<file path="src/shared/abeu_pkg.sv">
package abeu_pkg;

   // --------------------------------------------------------------
   // status flag positions and reset values
   // --------------------------------------------------------------
   localparam int ABEU_FLAG_C = 0;
   localparam int ABEU_FLAG_Z = 1;
   localparam int ABEU_FLAG_N = 2;
   localparam int ABEU_FLAG_V = 3;
   localparam int ABEU_FLAG_S = 4;
   localparam int ABEU_FLAG_H = 5;
   localparam int ABEU_FLAG_T = 6;
   localparam int ABEU_FLAG_I = 7;
   localparam logic [7:0] ABEU_STATUS_RST = 8'h00;
   localparam logic [15:0] ABEU_PC_RST = 16'h0000;
   localparam logic [7:0] ABEU_ALL_ONES = 8'hff;
   localparam logic [7:0] ABEU_ONE = 8'h01;

   // --------------------------------------------------------------
   // cycle counts per instruction class
   // --------------------------------------------------------------
   localparam logic [2:0] ABEU_CYC_ONE = 3'h1;
   localparam logic [2:0] ABEU_CYC_TWO = 3'h2;
   localparam logic [2:0] ABEU_CYC_THREE = 3'h3;
   localparam logic [2:0] ABEU_CYC_FOUR = 3'h4;

   // --------------------------------------------------------------
   // operations
   // --------------------------------------------------------------
   typedef enum logic [5:0] {
      OP_NOP = 6'b000000, OP_ADD = 6'b000001, OP_ADD_CARRY = 6'b000010,
      OP_WORD_ADD_IMMEDIATE = 6'b000011, OP_SUBTRACT = 6'b000100,
      OP_SUBTRACT_CONSTANT = 6'b000101, OP_SUBTRACT_WITH_BORROW = 6'b000110,
      OP_SUBTRACT_CONSTANT_WITH_BORROW = 6'b000111,
      OP_WORD_SUBTRACT_IMMEDIATE = 6'b001000, OP_AND_REG = 6'b001001,
      OP_AND_WITH_CONSTANT = 6'b001010, OP_OR_REG = 6'b001011,
      OP_OR_WITH_CONSTANT = 6'b001100, OP_EXCLUSIVE_OR = 6'b001101,
      OP_ONES_COMPLEMENT = 6'b001110, OP_TWOS_COMPLEMENT = 6'b001111,
      OP_BITS_SET = 6'b010000, OP_BITS_CLEAR = 6'b010001,
      OP_INCREMENT = 6'b010010, OP_DECREMENT = 6'b010011,
      OP_ZERO_SIGN_TEST = 6'b010100, OP_CLEAR_REG = 6'b010101,
      OP_SET_REG = 6'b010110, OP_OFFSET_JUMP = 6'b010111,
      OP_POINTER_JUMP = 6'b011000, OP_OFFSET_CALL = 6'b011001,
      OP_POINTER_CALL = 6'b011010, OP_SUBROUTINE_EXIT = 6'b011011,
      OP_INTERRUPT_EXIT = 6'b011100, OP_COMPARE_SKIP_EQUAL = 6'b011101,
      OP_COMPARE = 6'b011110, OP_COMPARE_CARRY = 6'b011111,
      OP_COMPARE_CONSTANT = 6'b100000, OP_SKIP_GPREG_BIT_LOW = 6'b100001,
      OP_SKIP_GPREG_BIT_HIGH = 6'b100010, OP_SKIP_IO_BIT_LOW = 6'b100011,
      OP_SKIP_IO_BIT_HIGH = 6'b100100, OP_BRANCH_FLAG_HIGH = 6'b100101,
      OP_BRANCH_FLAG_LOW = 6'b100110
   } abeu_op_type;

   typedef enum logic [2:0] {
      ALU_ADD = 3'b000, ALU_SUB = 3'b001, ALU_AND = 3'b010,
      ALU_OR = 3'b011, ALU_XOR = 3'b100
   } abeu_alu_fn_type;

   typedef struct packed {
      logic c;
      logic z;
      logic n;
      logic v;
      logic h;
   } abeu_alu_flags_type;

   // one instruction as handed over by the fetch stage
   typedef struct packed {
      abeu_op_type op;
      logic [7:0] rd;
      logic [7:0] rr;
      logic [7:0] k;
      logic [15:0] pair;
      logic [5:0] wk;
      logic [15:0] zptr;
      logic [2:0] bsel;
      logic io_bit;
      logic next_long;
      logic [11:0] off;
      logic [15:0] stack_top;
   } abeu_req_type;

   // effects applied when an instruction retires
   typedef struct packed {
      logic [15:0] pc;
      logic [7:0] status;
      logic wr;
      logic [7:0] data;
      logic wwr;
      logic [15:0] word;
      logic push;
      logic [15:0] rtn_addr;
   } abeu_commit_type;

   typedef struct packed {
      logic busy;
      logic ready;
      logic [1:0] cnt;
      logic retire;
      abeu_commit_type pend;
      abeu_commit_type out;
   } abeu_state_type;

endpackage

</file>
<file path="src/hw/abeu_alu.sv">
`timescale 1ns/1ps
`default_nettype none

module abeu_alu (
   // operation select
   input wire abeu_pkg::abeu_alu_fn_type fn,
   input wire logic carry_in,
   // operands
   input wire logic [7:0] a,
   input wire logic [7:0] b,
   // result
   output logic [7:0] res,
   output abeu_pkg::abeu_alu_flags_type flags
);
   import abeu_pkg::*;

   logic [8:0] sum;
   logic [8:0] dif;

   // --------------------------------------------------------------
   // byte arithmetic and logic
   // --------------------------------------------------------------
   // both sums are formed always; the select is cheaper than sharing
   always_comb begin
      sum = {1'b0, a} + {1'b0, b} + {8'h00, carry_in};
      dif = {1'b0, a} - {1'b0, b} - {8'h00, carry_in};
      flags = '0;
      case (fn)
         ALU_ADD: begin
            res = sum[7:0];
            flags.c = sum[8];
            flags.h = (a[3] & b[3]) | (b[3] & ~res[3]) | (~res[3] & a[3]);
            flags.v = (a[7] & b[7] & ~res[7]) | (~a[7] & ~b[7] & res[7]);
         end
         ALU_SUB: begin
            res = dif[7:0];
            flags.c = (~a[7] & b[7]) | (b[7] & res[7]) | (res[7] & ~a[7]);
            flags.h = (~a[3] & b[3]) | (b[3] & res[3]) | (res[3] & ~a[3]);
            flags.v = (a[7] & ~b[7] & ~res[7]) | (~a[7] & b[7] & res[7]);
         end
         ALU_AND: res = a & b;
         ALU_OR: res = a | b;
         ALU_XOR: res = a ^ b;
         default: res = a;
      endcase
      // logic results leave v at zero
      flags.n = res[7];
      flags.z = (res == 8'h00);
   end

endmodule
`default_nettype wire

</file>
<file path="src/hw/abeu_exec.sv">
// Summary of operation
// - add and add-with-carry write sum, set Z C N V H, one cycle.
// - word add immediate adds constant to pair, sets Z C N V S, two cycles.
// - word subtract immediate subtracts from pair, sets Z C N V S, two cycles.
// - subtract register or constant stores difference, sets Z C N V H, one cycle.
// - subtract with borrow also subtracts carry, sets Z C N V H, one cycle.
// - and, or, xor write result, set Z N V S only, one cycle.
// - bits clear ands with inverted constant, bits set ors it; Z N V S only.
// - zero sign test ands register with itself, keeps value, sets Z N V.
// - compare constant subtracts without writing, sets Z N V C H, one cycle.
// - compare skip equal skips next instruction on match; one to three cycles.
// - register bit skip tests one bit, skips on low or high; 1-3 cycles.
// - io bit skip tests one io bit, skips on low or high; flags kept.
// - pointer jump loads pc from pointer pair in two cycles.
// - pointer call saves return address, loads pc from pointer, three cycles.
// - branch on flag high adds offset plus one; one or two cycles.
// - branch on flag low adds offset plus one; one or two cycles.
`timescale 1ns/1ps
`default_nettype none

module abeu_exec (
   // clock and reset
   input wire logic clk_sys,
   input wire logic reset_n,
   // instruction request
   input wire logic req_valid,
   input wire abeu_pkg::abeu_req_type req,
   output logic req_ready,
   // retirement and register write back
   output logic retire,
   output logic wr_en,
   output logic [7:0] wr_data,
   output logic word_wr_en,
   output logic [15:0] word_data,
   // stack push for calls
   output logic push_en,
   output logic [15:0] push_data,
   // architectural state
   output logic [15:0] pc,
   output logic [7:0] status
);
   import abeu_pkg::*;

   abeu_state_type state_ff;
   abeu_state_type nxt_state;
   abeu_alu_fn_type alu_fn;
   abeu_alu_flags_type alu_flags;
   logic alu_cin;
   logic [7:0] alu_b;
   logic [7:0] alu_res;
   logic accept;

   assign accept = req_valid & ~state_ff.busy;

   // --------------------------------------------------------------
   // operand and function select for the byte unit
   // --------------------------------------------------------------
   // kept apart from the main decode so the unit output never feeds back
   always_comb begin
      alu_fn = ALU_ADD;
      alu_cin = 1'b0;
      alu_b = req.rr;
      case (req.op)
         OP_ADD_CARRY: alu_cin = state_ff.out.status[ABEU_FLAG_C];
         OP_SUBTRACT, OP_COMPARE, OP_COMPARE_SKIP_EQUAL, OP_TWOS_COMPLEMENT: alu_fn = ALU_SUB;
         OP_SUBTRACT_CONSTANT, OP_COMPARE_CONSTANT: begin
            alu_fn = ALU_SUB;
            alu_b = req.k;
         end
         OP_SUBTRACT_WITH_BORROW, OP_COMPARE_CARRY: begin
            alu_fn = ALU_SUB;
            alu_cin = state_ff.out.status[ABEU_FLAG_C];
         end
         OP_SUBTRACT_CONSTANT_WITH_BORROW: begin
            alu_fn = ALU_SUB;
            alu_b = req.k;
            alu_cin = state_ff.out.status[ABEU_FLAG_C];
         end
         OP_AND_REG: alu_fn = ALU_AND;
         OP_AND_WITH_CONSTANT: begin
            alu_fn = ALU_AND;
            alu_b = req.k;
         end
         OP_BITS_CLEAR: begin
            alu_fn = ALU_AND;
            alu_b = ABEU_ALL_ONES - req.k;
         end
         OP_ZERO_SIGN_TEST: begin
            alu_fn = ALU_AND;
            alu_b = req.rd;
         end
         OP_OR_REG: alu_fn = ALU_OR;
         OP_OR_WITH_CONSTANT, OP_BITS_SET: begin
            alu_fn = ALU_OR;
            alu_b = req.k;
         end
         OP_EXCLUSIVE_OR: alu_fn = ALU_XOR;
         OP_CLEAR_REG: begin
            alu_fn = ALU_XOR;
            alu_b = req.rd;
         end
         OP_ONES_COMPLEMENT: begin
            alu_fn = ALU_XOR;
            alu_b = ABEU_ALL_ONES;
         end
         OP_INCREMENT: alu_b = ABEU_ONE;
         OP_DECREMENT: begin
            alu_fn = ALU_SUB;
            alu_b = ABEU_ONE;
         end
         default: alu_b = req.rr;
      endcase
   end

   // twos complement runs as zero minus the register
   abeu_alu u_alu (
      .fn(alu_fn),
      .carry_in(alu_cin),
      .a((req.op == OP_TWOS_COMPLEMENT) ? 8'h00 : req.rd),
      .b((req.op == OP_TWOS_COMPLEMENT) ? req.rd : alu_b),
      .res(alu_res),
      .flags(alu_flags)
   );

   // --------------------------------------------------------------
   // decode, sequencing and retirement
   // --------------------------------------------------------------
   always_comb begin
      abeu_commit_type d;
      abeu_commit_type cm;
      logic [2:0] ncyc;
      logic upd_znv;
      logic upd_ch;
      logic skip;
      logic [15:0] wres;
      logic [15:0] cur_pc;
      d = state_ff.out;
      cm = state_ff.pend;
      ncyc = ABEU_CYC_ONE;
      upd_znv = 1'b0;
      upd_ch = 1'b0;
      skip = 1'b0;
      wres = 16'h0000;
      cur_pc = state_ff.out.pc;
      nxt_state = state_ff;
      d.pc = cur_pc + 16'h0001;
      d.wr = 1'b0;
      d.data = alu_res;
      d.wwr = 1'b0;
      d.word = 16'h0000;
      d.push = 1'b0;
      d.rtn_addr = cur_pc + 16'h0001;
      case (req.op)
         OP_ADD, OP_ADD_CARRY: begin
            d.wr = 1'b1;
            upd_znv = 1'b1;
            upd_ch = 1'b1;
         end
         OP_SUBTRACT, OP_SUBTRACT_CONSTANT, OP_TWOS_COMPLEMENT: begin
            d.wr = 1'b1;
            upd_znv = 1'b1;
            upd_ch = 1'b1;
         end
         OP_SUBTRACT_WITH_BORROW, OP_SUBTRACT_CONSTANT_WITH_BORROW: begin
            d.wr = 1'b1;
            upd_znv = 1'b1;
            upd_ch = 1'b1;
         end
         OP_COMPARE, OP_COMPARE_CARRY, OP_COMPARE_CONSTANT: begin
            upd_znv = 1'b1;
            upd_ch = 1'b1;
         end
         OP_AND_REG, OP_AND_WITH_CONSTANT, OP_OR_REG, OP_OR_WITH_CONSTANT,
         OP_EXCLUSIVE_OR, OP_BITS_SET, OP_BITS_CLEAR, OP_CLEAR_REG,
         OP_INCREMENT, OP_DECREMENT: begin
            d.wr = 1'b1;
            upd_znv = 1'b1;
         end
         OP_ZERO_SIGN_TEST: upd_znv = 1'b1;
         OP_ONES_COMPLEMENT: begin
            d.wr = 1'b1;
            upd_znv = 1'b1;
            d.status[ABEU_FLAG_C] = 1'b1;
         end
         OP_SET_REG: begin
            d.wr = 1'b1;
            d.data = ABEU_ALL_ONES;
         end
         OP_WORD_ADD_IMMEDIATE: begin
            wres = req.pair + {10'h000, req.wk};
            d.wwr = 1'b1;
            ncyc = ABEU_CYC_TWO;
            d.status[ABEU_FLAG_V] = ~req.pair[15] & wres[15];
            d.status[ABEU_FLAG_C] = req.pair[15] & ~wres[15];
         end
         OP_WORD_SUBTRACT_IMMEDIATE: begin
            wres = req.pair - {10'h000, req.wk};
            d.wwr = 1'b1;
            ncyc = ABEU_CYC_TWO;
            d.status[ABEU_FLAG_V] = req.pair[15] & ~wres[15];
            d.status[ABEU_FLAG_C] = wres[15] & ~req.pair[15];
         end
         OP_OFFSET_JUMP: begin
            d.pc = cur_pc + {{4{req.off[11]}}, req.off} + 16'h0001;
            ncyc = ABEU_CYC_TWO;
         end
         OP_OFFSET_CALL: begin
            d.pc = cur_pc + {{4{req.off[11]}}, req.off} + 16'h0001;
            d.push = 1'b1;
            ncyc = ABEU_CYC_THREE;
         end
         OP_POINTER_JUMP: begin
            d.pc = req.zptr;
            ncyc = ABEU_CYC_TWO;
         end
         OP_POINTER_CALL: begin
            d.pc = req.zptr;
            d.push = 1'b1;
            ncyc = ABEU_CYC_THREE;
         end
         OP_SUBROUTINE_EXIT, OP_INTERRUPT_EXIT: begin
            d.pc = req.stack_top;
            ncyc = ABEU_CYC_FOUR;
            if (req.op == OP_INTERRUPT_EXIT) begin
               d.status[ABEU_FLAG_I] = 1'b1;
            end
         end
         OP_COMPARE_SKIP_EQUAL: skip = (req.rd == req.rr);
         OP_SKIP_GPREG_BIT_LOW: skip = ~req.rr[req.bsel];
         OP_SKIP_GPREG_BIT_HIGH: skip = req.rr[req.bsel];
         OP_SKIP_IO_BIT_LOW: skip = ~req.io_bit;
         OP_SKIP_IO_BIT_HIGH: skip = req.io_bit;
         OP_BRANCH_FLAG_HIGH, OP_BRANCH_FLAG_LOW: begin
            if (state_ff.out.status[req.bsel] == (req.op == OP_BRANCH_FLAG_HIGH)) begin
               d.pc = cur_pc + {{9{req.off[6]}}, req.off[6:0]} + 16'h0001;
               ncyc = ABEU_CYC_TWO;
            end
         end
         default: d.wr = 1'b0;
      endcase
      // a skipped two word instruction costs one cycle more
      if (skip) begin
         d.pc = cur_pc + (req.next_long ? 16'h0003 : 16'h0002);
         ncyc = req.next_long ? ABEU_CYC_THREE : ABEU_CYC_TWO;
      end
      // word results share z and n logic with s derived from n and v
      if (d.wwr) begin
         d.word = wres;
         d.status[ABEU_FLAG_Z] = (wres == 16'h0000);
         d.status[ABEU_FLAG_N] = wres[15];
         d.status[ABEU_FLAG_S] = wres[15] ^ d.status[ABEU_FLAG_V];
      end
      if (upd_znv) begin
         d.status[ABEU_FLAG_Z] = alu_flags.z;
         d.status[ABEU_FLAG_N] = alu_flags.n;
         d.status[ABEU_FLAG_V] = alu_flags.v;
         d.status[ABEU_FLAG_S] = alu_flags.n ^ alu_flags.v;
      end
      // logic ops never reach here, so their carry and half carry hold
      if (upd_ch) begin
         d.status[ABEU_FLAG_C] = alu_flags.c;
         d.status[ABEU_FLAG_H] = alu_flags.h;
      end
      // pulses default low; pc and status hold between retirements
      nxt_state.retire = 1'b0;
      nxt_state.out.wr = 1'b0;
      nxt_state.out.wwr = 1'b0;
      nxt_state.out.push = 1'b0;
      if (state_ff.busy) begin
         nxt_state.cnt = state_ff.cnt - 2'h1;
         if (state_ff.cnt == 2'h1) begin
            nxt_state.busy = 1'b0;
            nxt_state.retire = 1'b1;
            nxt_state.out = cm;
         end
      end else if (accept) begin
         if (ncyc == ABEU_CYC_ONE) begin
            nxt_state.retire = 1'b1;
            nxt_state.out = d;
         end else begin
            nxt_state.busy = 1'b1;
            nxt_state.cnt = 2'(ncyc - ABEU_CYC_ONE);
            nxt_state.pend = d;
         end
      end
      nxt_state.ready = ~nxt_state.busy;
   end

   // --------------------------------------------------------------
   // state register
   // --------------------------------------------------------------
   always_ff @(posedge clk_sys) begin
      if (!reset_n) begin
         state_ff <= '0;
         state_ff.ready <= 1'b1;
         state_ff.out.pc <= ABEU_PC_RST;
         state_ff.out.status <= ABEU_STATUS_RST;
      end else begin
         state_ff <= nxt_state;
      end
   end

   // outputs come straight from the state register
   assign req_ready = state_ff.ready;
   assign retire = state_ff.retire;
   assign wr_en = state_ff.out.wr;
   assign wr_data = state_ff.out.data;
   assign word_wr_en = state_ff.out.wwr;
   assign word_data = state_ff.out.word;
   assign push_en = state_ff.out.push;
   assign push_data = state_ff.out.rtn_addr;
   assign pc = state_ff.out.pc;
   assign status = state_ff.out.status;
endmodule
`default_nettype wire

</file>
<file path="config.mk">
export PLATFORM = sky130hd
export DESIGN_NAME = abeu_exec
export DESIGN_NICKNAME = d
export VERILOG_FILES = /design/src/shared/abeu_pkg.sv /design/src/hw/abeu_alu.sv /design/src/hw/abeu_exec.sv
export SDC_FILE = /design/constraint.sdc
export NUM_CORES = 1
export LEC_CHECK = 0
export ABC_AREA = 1
export BUFFER_PORTS_ARGS = -buffer_cell sky130_fd_sc_hd__buf_2
export CORE_MARGIN = 1
export CORE_UTILIZATION = 52
export CTS_CLUSTER_SIZE = 20
export DETAILED_ROUTE_END_ITERATION = 8
export HOLD_SLACK_MARGIN = 0.03
export PLACE_DENSITY_LB_ADDON = 0.08
export SYNTH_ARGS = -nofsm -noshare
export SYNTH_HDL_FRONTEND = slang
export SYNTH_SLANG_ARGS = --single-unit
</file>
<file path="constraint.sdc">
create_clock -name clk_sys -period 3.65 [get_ports clk_sys]
set_input_delay 0.365 -clock clk_sys [delete_from_list [all_inputs] [get_ports clk_sys]]
set_output_delay 0.365 -clock clk_sys [all_outputs]
set_load 0.005 [all_outputs]
</file>
### Yosys cells after proc, flatten, opt, wreduce, memory -nomap -nowiden

Cells that the tools add are included.

| cells by class | value |
|---|---|
| $add $sub $neg | 15 |
| magnitude comparators | 1 |
| equality and inequality tests | 48 |
| mux-type cells | 51 |
| bitwise logic cells | 48 |
| reductions and logical operators | 27 |

Operator list:

| kind | count |
|---|---|
| $mux 67 | 4 |
| $mux 137 | 1 |
| $eq 6x5->1 const B | 16 |
| $pmux 8 s5 | 2 |
| $pmux 16 s4 | 1 |
| $add 16x1->16 const B | 3 |
| $eq 6x4->1 const B | 8 |
| $mux 16 | 3 |
| $eq 6x6->1 const B | 7 |
| $add 16x16->16 | 2 |
| $pmux 16 s2 | 1 |
| $eq 6x3->1 const B | 4 |
| $mux 8 | 3 |
| $pmux 3 s4 | 2 |
| $reduce_or 22->1 | 1 |
| $and 1x1->1 | 21 |
| $mux 1 | 21 |
| $reduce_or 10->1 | 2 |
| $reduce_or 19->1 | 1 |
| $add 16x2->16 | 1 |
| $add 16x6->16 | 1 |
| $logic_not 16->1 | 1 |
| $reduce_or 2->1 | 8 |
| $sub 16x6->16 | 1 |
| 39 further kinds | 75 |

| word-level totals | value |
|---|---|
| register bits after elaboration | 139 |
| output and inout port bits | 69 |
| logic and storage cells | 211 |

### Longest topological paths before layout

| depth | value |
|---|---|
| depth after elaboration | 16 |
| mapped depth | 33 |
| depth with buffers taken out | 33 |

### Cells and area by module

Synthesis repeated with hierarchy kept, for this count alone.

| unflattened totals | value |
|---|---|
| cell total of the unflattened synthesis | 2071 |
| area total of the unflattened synthesis | 12605.8 sq um |

Modules (own cells, without submodules):

| module | times used | cells an instance | area each (sq um) |
|---|---|---|---|
| abeu_exec | 1 | 1781 | 11030.6 |
| abeu_alu | 1 | 290 | 1575.3 |

### Worst setup path before layout

OpenSTA, ideal clock, no wires.

| timing path | value |
|---|---|
| path type | input port to flip-flop |
| start | input req[96] (netlist name) |
| end | register, netlist name status[1] |
| setup time | 0.070 ns |
| arrival time | 3.525 ns |
| setup slack | 0.055 ns |
| stages | 30 |
| buffers on the path | 1 |
| cell sequence | buf_6 > nand2_1 > inv_1 > nand2_1 > nand3_1 > nand2_1 > nand3_2 > nor2_1 > nand3_2 > o21ai_1 > nand2_1 > o21a_1 > ha_1 > ha_1 > nand2_1 > nor3_1 > nand2_2 > nand2_1 > nand2_1 > nand2_1 > nand2_1 > nand2_1 > nor2_1 > nor2_2 > nand2_1 > nor2_1 > nand3_1 > nand2_1 > nand2_1 > a21oi_1 |

| on the way | value |
|---|---|
| word-level cells in the longest chain between the ends | 12 |

Ends and longest elaborated chain:

| what | RTL line | text |
|---|---|---|
| start: declaration | abeu_exec.sv:27 | `input wire abeu_pkg::abeu_req_type req,` |
| $eq 6x6->1, or another cell as far along | abeu_exec.sv:63, abeu_exec.sv:153 |  |
| $reduce_or 6->1 (no source line) / $reduce_or 2->1 (equally long branches) | -- |  |
| $pmux 8 s5 | abeu_exec.sv:63 | `case (req.op)` |
| $mux 8 | abeu_exec.sv:120 | `.b((req.op == OP_TWOS_COMPLEMENT) ? req.rd : alu_b),` |
| $add 8x8->9 / $sub 8x8->8 (equally long branches) | abeu_alu.sv:25, abeu_alu.sv:26 |  |
| $add 9x1->9 / $sub 8x1->8 (equally long branches) | abeu_alu.sv:25, abeu_alu.sv:26 |  |
| $pmux 8 s5 | abeu_alu.sv:28 | `case (fn)` |
| $logic_not 8->1 | abeu_alu.sv:48 | `flags.z = (res == 8'h00);` |
| $mux 4 | abeu_exec.sv:253 | `if (upd_znv) begin` |
| $mux 67 | abeu_exec.sv:277 | `if (ncyc == ABEU_CYC_ONE) begin` |
| $mux 137 | abeu_exec.sv:276 | `end else if (accept) begin` |
| $mux 67 | abeu_exec.sv:269 | `if (state_ff.busy) begin` |

Several ways; a longest one is shown, not always the timed one. The select of a mux whose other input is x is not followed.
A chain may end at the register's enable or synchronous reset.

### Final worst setup path

| timing path | value |
|---|---|
| start | input req[96] (netlist name) |
| end | register, netlist name status[1] |

| on the way | value |
|---|---|
| word-level cells in the longest chain between the ends | 12 |

Ends and longest elaborated chain:

| what | RTL line |
|---|---|
| $eq 6x6->1, or another cell as far along | abeu_exec.sv:63, abeu_exec.sv:153 |
| $reduce_or 6->1 (no source line) / $reduce_or 2->1 (equally long branches) | -- |
| $pmux 8 s5 | abeu_exec.sv:63 |
| $mux 8 | abeu_exec.sv:120 |
| $add 8x8->9 / $sub 8x8->8 (equally long branches) | abeu_alu.sv:25, abeu_alu.sv:26 |
| $add 9x1->9 / $sub 8x1->8 (equally long branches) | abeu_alu.sv:25, abeu_alu.sv:26 |
| $pmux 8 s5 | abeu_alu.sv:28 |
| $logic_not 8->1 | abeu_alu.sv:48 |
| $mux 4 | abeu_exec.sv:253 |
| $mux 67 | abeu_exec.sv:277 |
| $mux 137 | abeu_exec.sv:276 |
| $mux 67 | abeu_exec.sv:269 |

Several ways; a longest one is shown, not always the timed one. The select of a mux whose other input is x is not followed.

==> flow_metrics.tcl <==
set metrics [dict create \
    final-hold-violation-count 0 \
    ys.flop_type "dfxtp_1" \
    r2r_cells 21 \
    ys_top_cells_by_area "dfxtp_1, nand2_1, inv_1" \
    firstDrtPassIters 8 \
    intPower_mw 3.223 \
    synth_cell_type_count 48 \
    cts_tree "yes" \
    die_w_um 155.8 \
    io_buffers 172 \
    h-tree-depth 4 \
    grt_pass1_vias 12483 \
    core-area_mm2 0.02292 \
    drv_slew 0 \
    wl_met2_mm 18.06 \
    switching_share 0.3580 \
    avgSynthCellArea_um2 6.147 \
    holdPathStages 4 \
    synth_area_leader_cell "dfxtp_1" \
    relSlewSlack 0.2823 \
    synth_commonest_cells "nand2_1, inv_1, nor2_1, nand3_1, dfxtp_1" \
    ys_warn_count 0 \
    vias 13485 \
    cp_data_required_time_ns 3.99 \
    r2r_setup_slack_ns 0.76 \
    final_nets 2345 \
    max_freq_mhz 297.9 \
    drt-initial-drc-count 998 \
    highest_layer "met4" \
    syn_inst 2001 \
    fin_crit_ns 3.357 \
    antenna_found_initial 1 \
    syn2layout_area_growth_pct 16.11 \
    gp_congestion 0.9716 \
    setup_viol 0 \
    wl_met3_mm 2.343 \
    place_hpwl_mm 29.66 \
    syn_area_mm2 0.01230 \
    viasPerCell 5.422 \
    worst_pin_slew_ns 1.075 \
    drc 0 \
    die_area_mm2 0.02427 \
    std_cell_rows 55 \
    timing.rr.end "word_data[12]" \
    hp-class "input port to register" \
    critPathBufInv 5 \
    hp-start "req_valid" \
    yosysSeqAreaShare 0.2262 \
    ys_ff_latch 139 \
    end_kind "register" \
    clk_pin_slew_worst_paths_ns 0.06 \
    clk_latency_ns 0.43 \
    path_class "input port to register" \
    netlist.area_leader.share 0.2262 \
    synth.net_count 2186 \
    postCtsHoldBufs 0 \
    synth_most_common_cell "nand2_1" \
    final_core_util 0.6232 \
    wl_per_cell_um 15.54 \
    outcome "complete, no violations" \
    pwr-share-clk 0.349 \
    ant_nets 0 \
    grt_pass1_wl_mm 61.96 \
    final_critical_path_setup_slack_ns 0.2933 \
    finalNonFillerCells 2487 \
    fin_total_pwr_mw 5.019 \
    wl_mm 38.66 \
    clock_sinks 139 \
    p_per_area_mw_per_mm2 351.5 \
    dp.cells 2453 \
    slowest_stage "fa_1" \
    timing.rr.start "status[1]" \
    layout-drive-gt1-share 0.1790 \
    grt_overflow 0 \
    grtUsageTotal 0.3189 \
    maxCapViolCount 0 \
    period_share 0.9196 \
    met1Wirelength_mm 17.28 \
    synth_edf_count 0 \
    critPathTopFamily "simple AND/OR/NAND/NOR gates" \
    cp_slowest_stage_delay_ns 0.44 \
    cp_common_cell "nand2_1" \
    pre_cts_ws_ns -0.3121 \
    leakagePower_nw 7.356 \
    crit_fanout 8 \
    io_pins 173 \
    die_h_um 155.8 \
    clk_path_buf_depth 2 \
    ir_drop_v 0.0002938 \
    synth-async-reset-ratio 0 \
    min_to "state_ff[136]" \
    cts_buffers 17 \
    start_util 0.5367 \
    pwr-share-comb 0.311 \
    p_sw_mw 1.797 \
    root_buffer "clkbuf_16" \
    pwr-share-seq 0.340 \
    cp-start-kind "input port" \
    grt_start_max_net_pins 54 \
    fin_skew_ns 0.01393 \
    arrival_ns 3.69 \
    fillers 2304 \
]
==> worst max-delay path by stage <==
stage | from | end | slack (ns) | cells after the start
after floorplan | req[96] | status[1] | 0.05 | 30
after global placement | req[98] | status[1] | -0.17 | 30
after detailed placement | req[98] | status[1] | -0.31 | 30
after CTS | req[98] | status[1] | 0.12 | 30
after global routing | req[96] | status[4] | -0.02 | 32
final | req[96] | status[1] | 0.29 | 29
==> tightest hold or removal path: stages <==
cell and delay [ns]:
buf_2 0.09, a21oi_1 0.09, nand2_1 0.07, a31oi_1 0.07
==> state kept, by name, summed over array words and instances, names as in the netlist <==
name,count
wr_data,8
status,8
wr_en,1
word_wr_en,1
push_en,1
req_ready,1
retire,1
word_data,16
pc,16
push_data,16
state_ff,70
==> area by class of cell <==
class	instances	area, um2	area share
multi-input combinational	1427	7714	0.5401
sequential	139	2783	0.1948
timing repair buffer	275	1674	0.1172
antenna	1	2.502	0.0001752
clock inverter	14	151.4	0.01060
inverter	300	1126	0.07885
tap	313	391.6	0.02742
clock buffer	18	439.2	0.03075
==> power by group through the flow <==
stage	Clock [mW]	Combinational [mW]	Sequential [mW]
6_report	1.75	1.56	1.71
5_1_grt	1.84	1.75	1.72
4_1_cts	1.77	1.52	1.70
3_5_place_dp	0	1.51	1.74
3_3_place_gp	0	1.49	1.73
2_1_floorplan	0	1.02	1.71
==> metal layers <==
| metal | up-vias | track usage |
|---|---|---|
| met5 | - | 0 |
| li1 | 6756 | - |
| met1 | 6166 | 0.4122 |
| met4 | 0 | 0.1153 |
| met3 | 68 | 0.03667 |
| met2 | 495 | 0.5449 |
==> stage by stage <==
step	hold WS [ns]	setup TNS (ns)	instance area, um2
floorplan	0.4299	0	12300
global placement	0.4424	-1.447	13570
detailed placement	0.4562	-3.633	13570
CTS	0.2858	0	14160
global route	0.3346	-0.03309	14280
finish	0.3193	0	14280
==> cells in the final DEF, fill, tap and decap left out, types with 10 or more instances in the layout <==
cell,count
a21oi_1,133
a22o_1,10
a22oi_1,11
a31oi_1,20
buf_2,171
buf_4,101
clkbuf_16,17
dfxtp_1,139
ha_1,73
inv_1,269
inv_2,29
nand2_1,481
nand2_2,14
nand3_1,150
nand3b_1,11
nand4_1,21
nor2_1,183
nor3_1,16
o211ai_1,41
o21ai_0,97
o21ai_1,23
xnor2_1,11
xor2_1,37
==> cells by family (layout without fill, tap and decap cells) <==
kind of cell             count (synthesis)  in the layout  synth area share
adder cells (fa/ha/maj)                 81             81           0.08728
AND/OR/NAND/NOR                        909            909            0.3108
AO/OA/AOI/OAI                          388            388            0.1849
flip-flops                             139            139            0.2262
XOR/XNOR                                48             48           0.03418
multiplexers                             1              1         0.0008139
other                                    0              1                 0
buffers and inverters                  435            607            0.1557
==> repair_timing <==
action,4_1_cts,5_1_grt
endpoints found under the hold margin,0,0
endpoints found under the setup margin,0,22
buffers inserted,0,1
gates resized for setup,0,37
(Power assumes the default switching activity.)
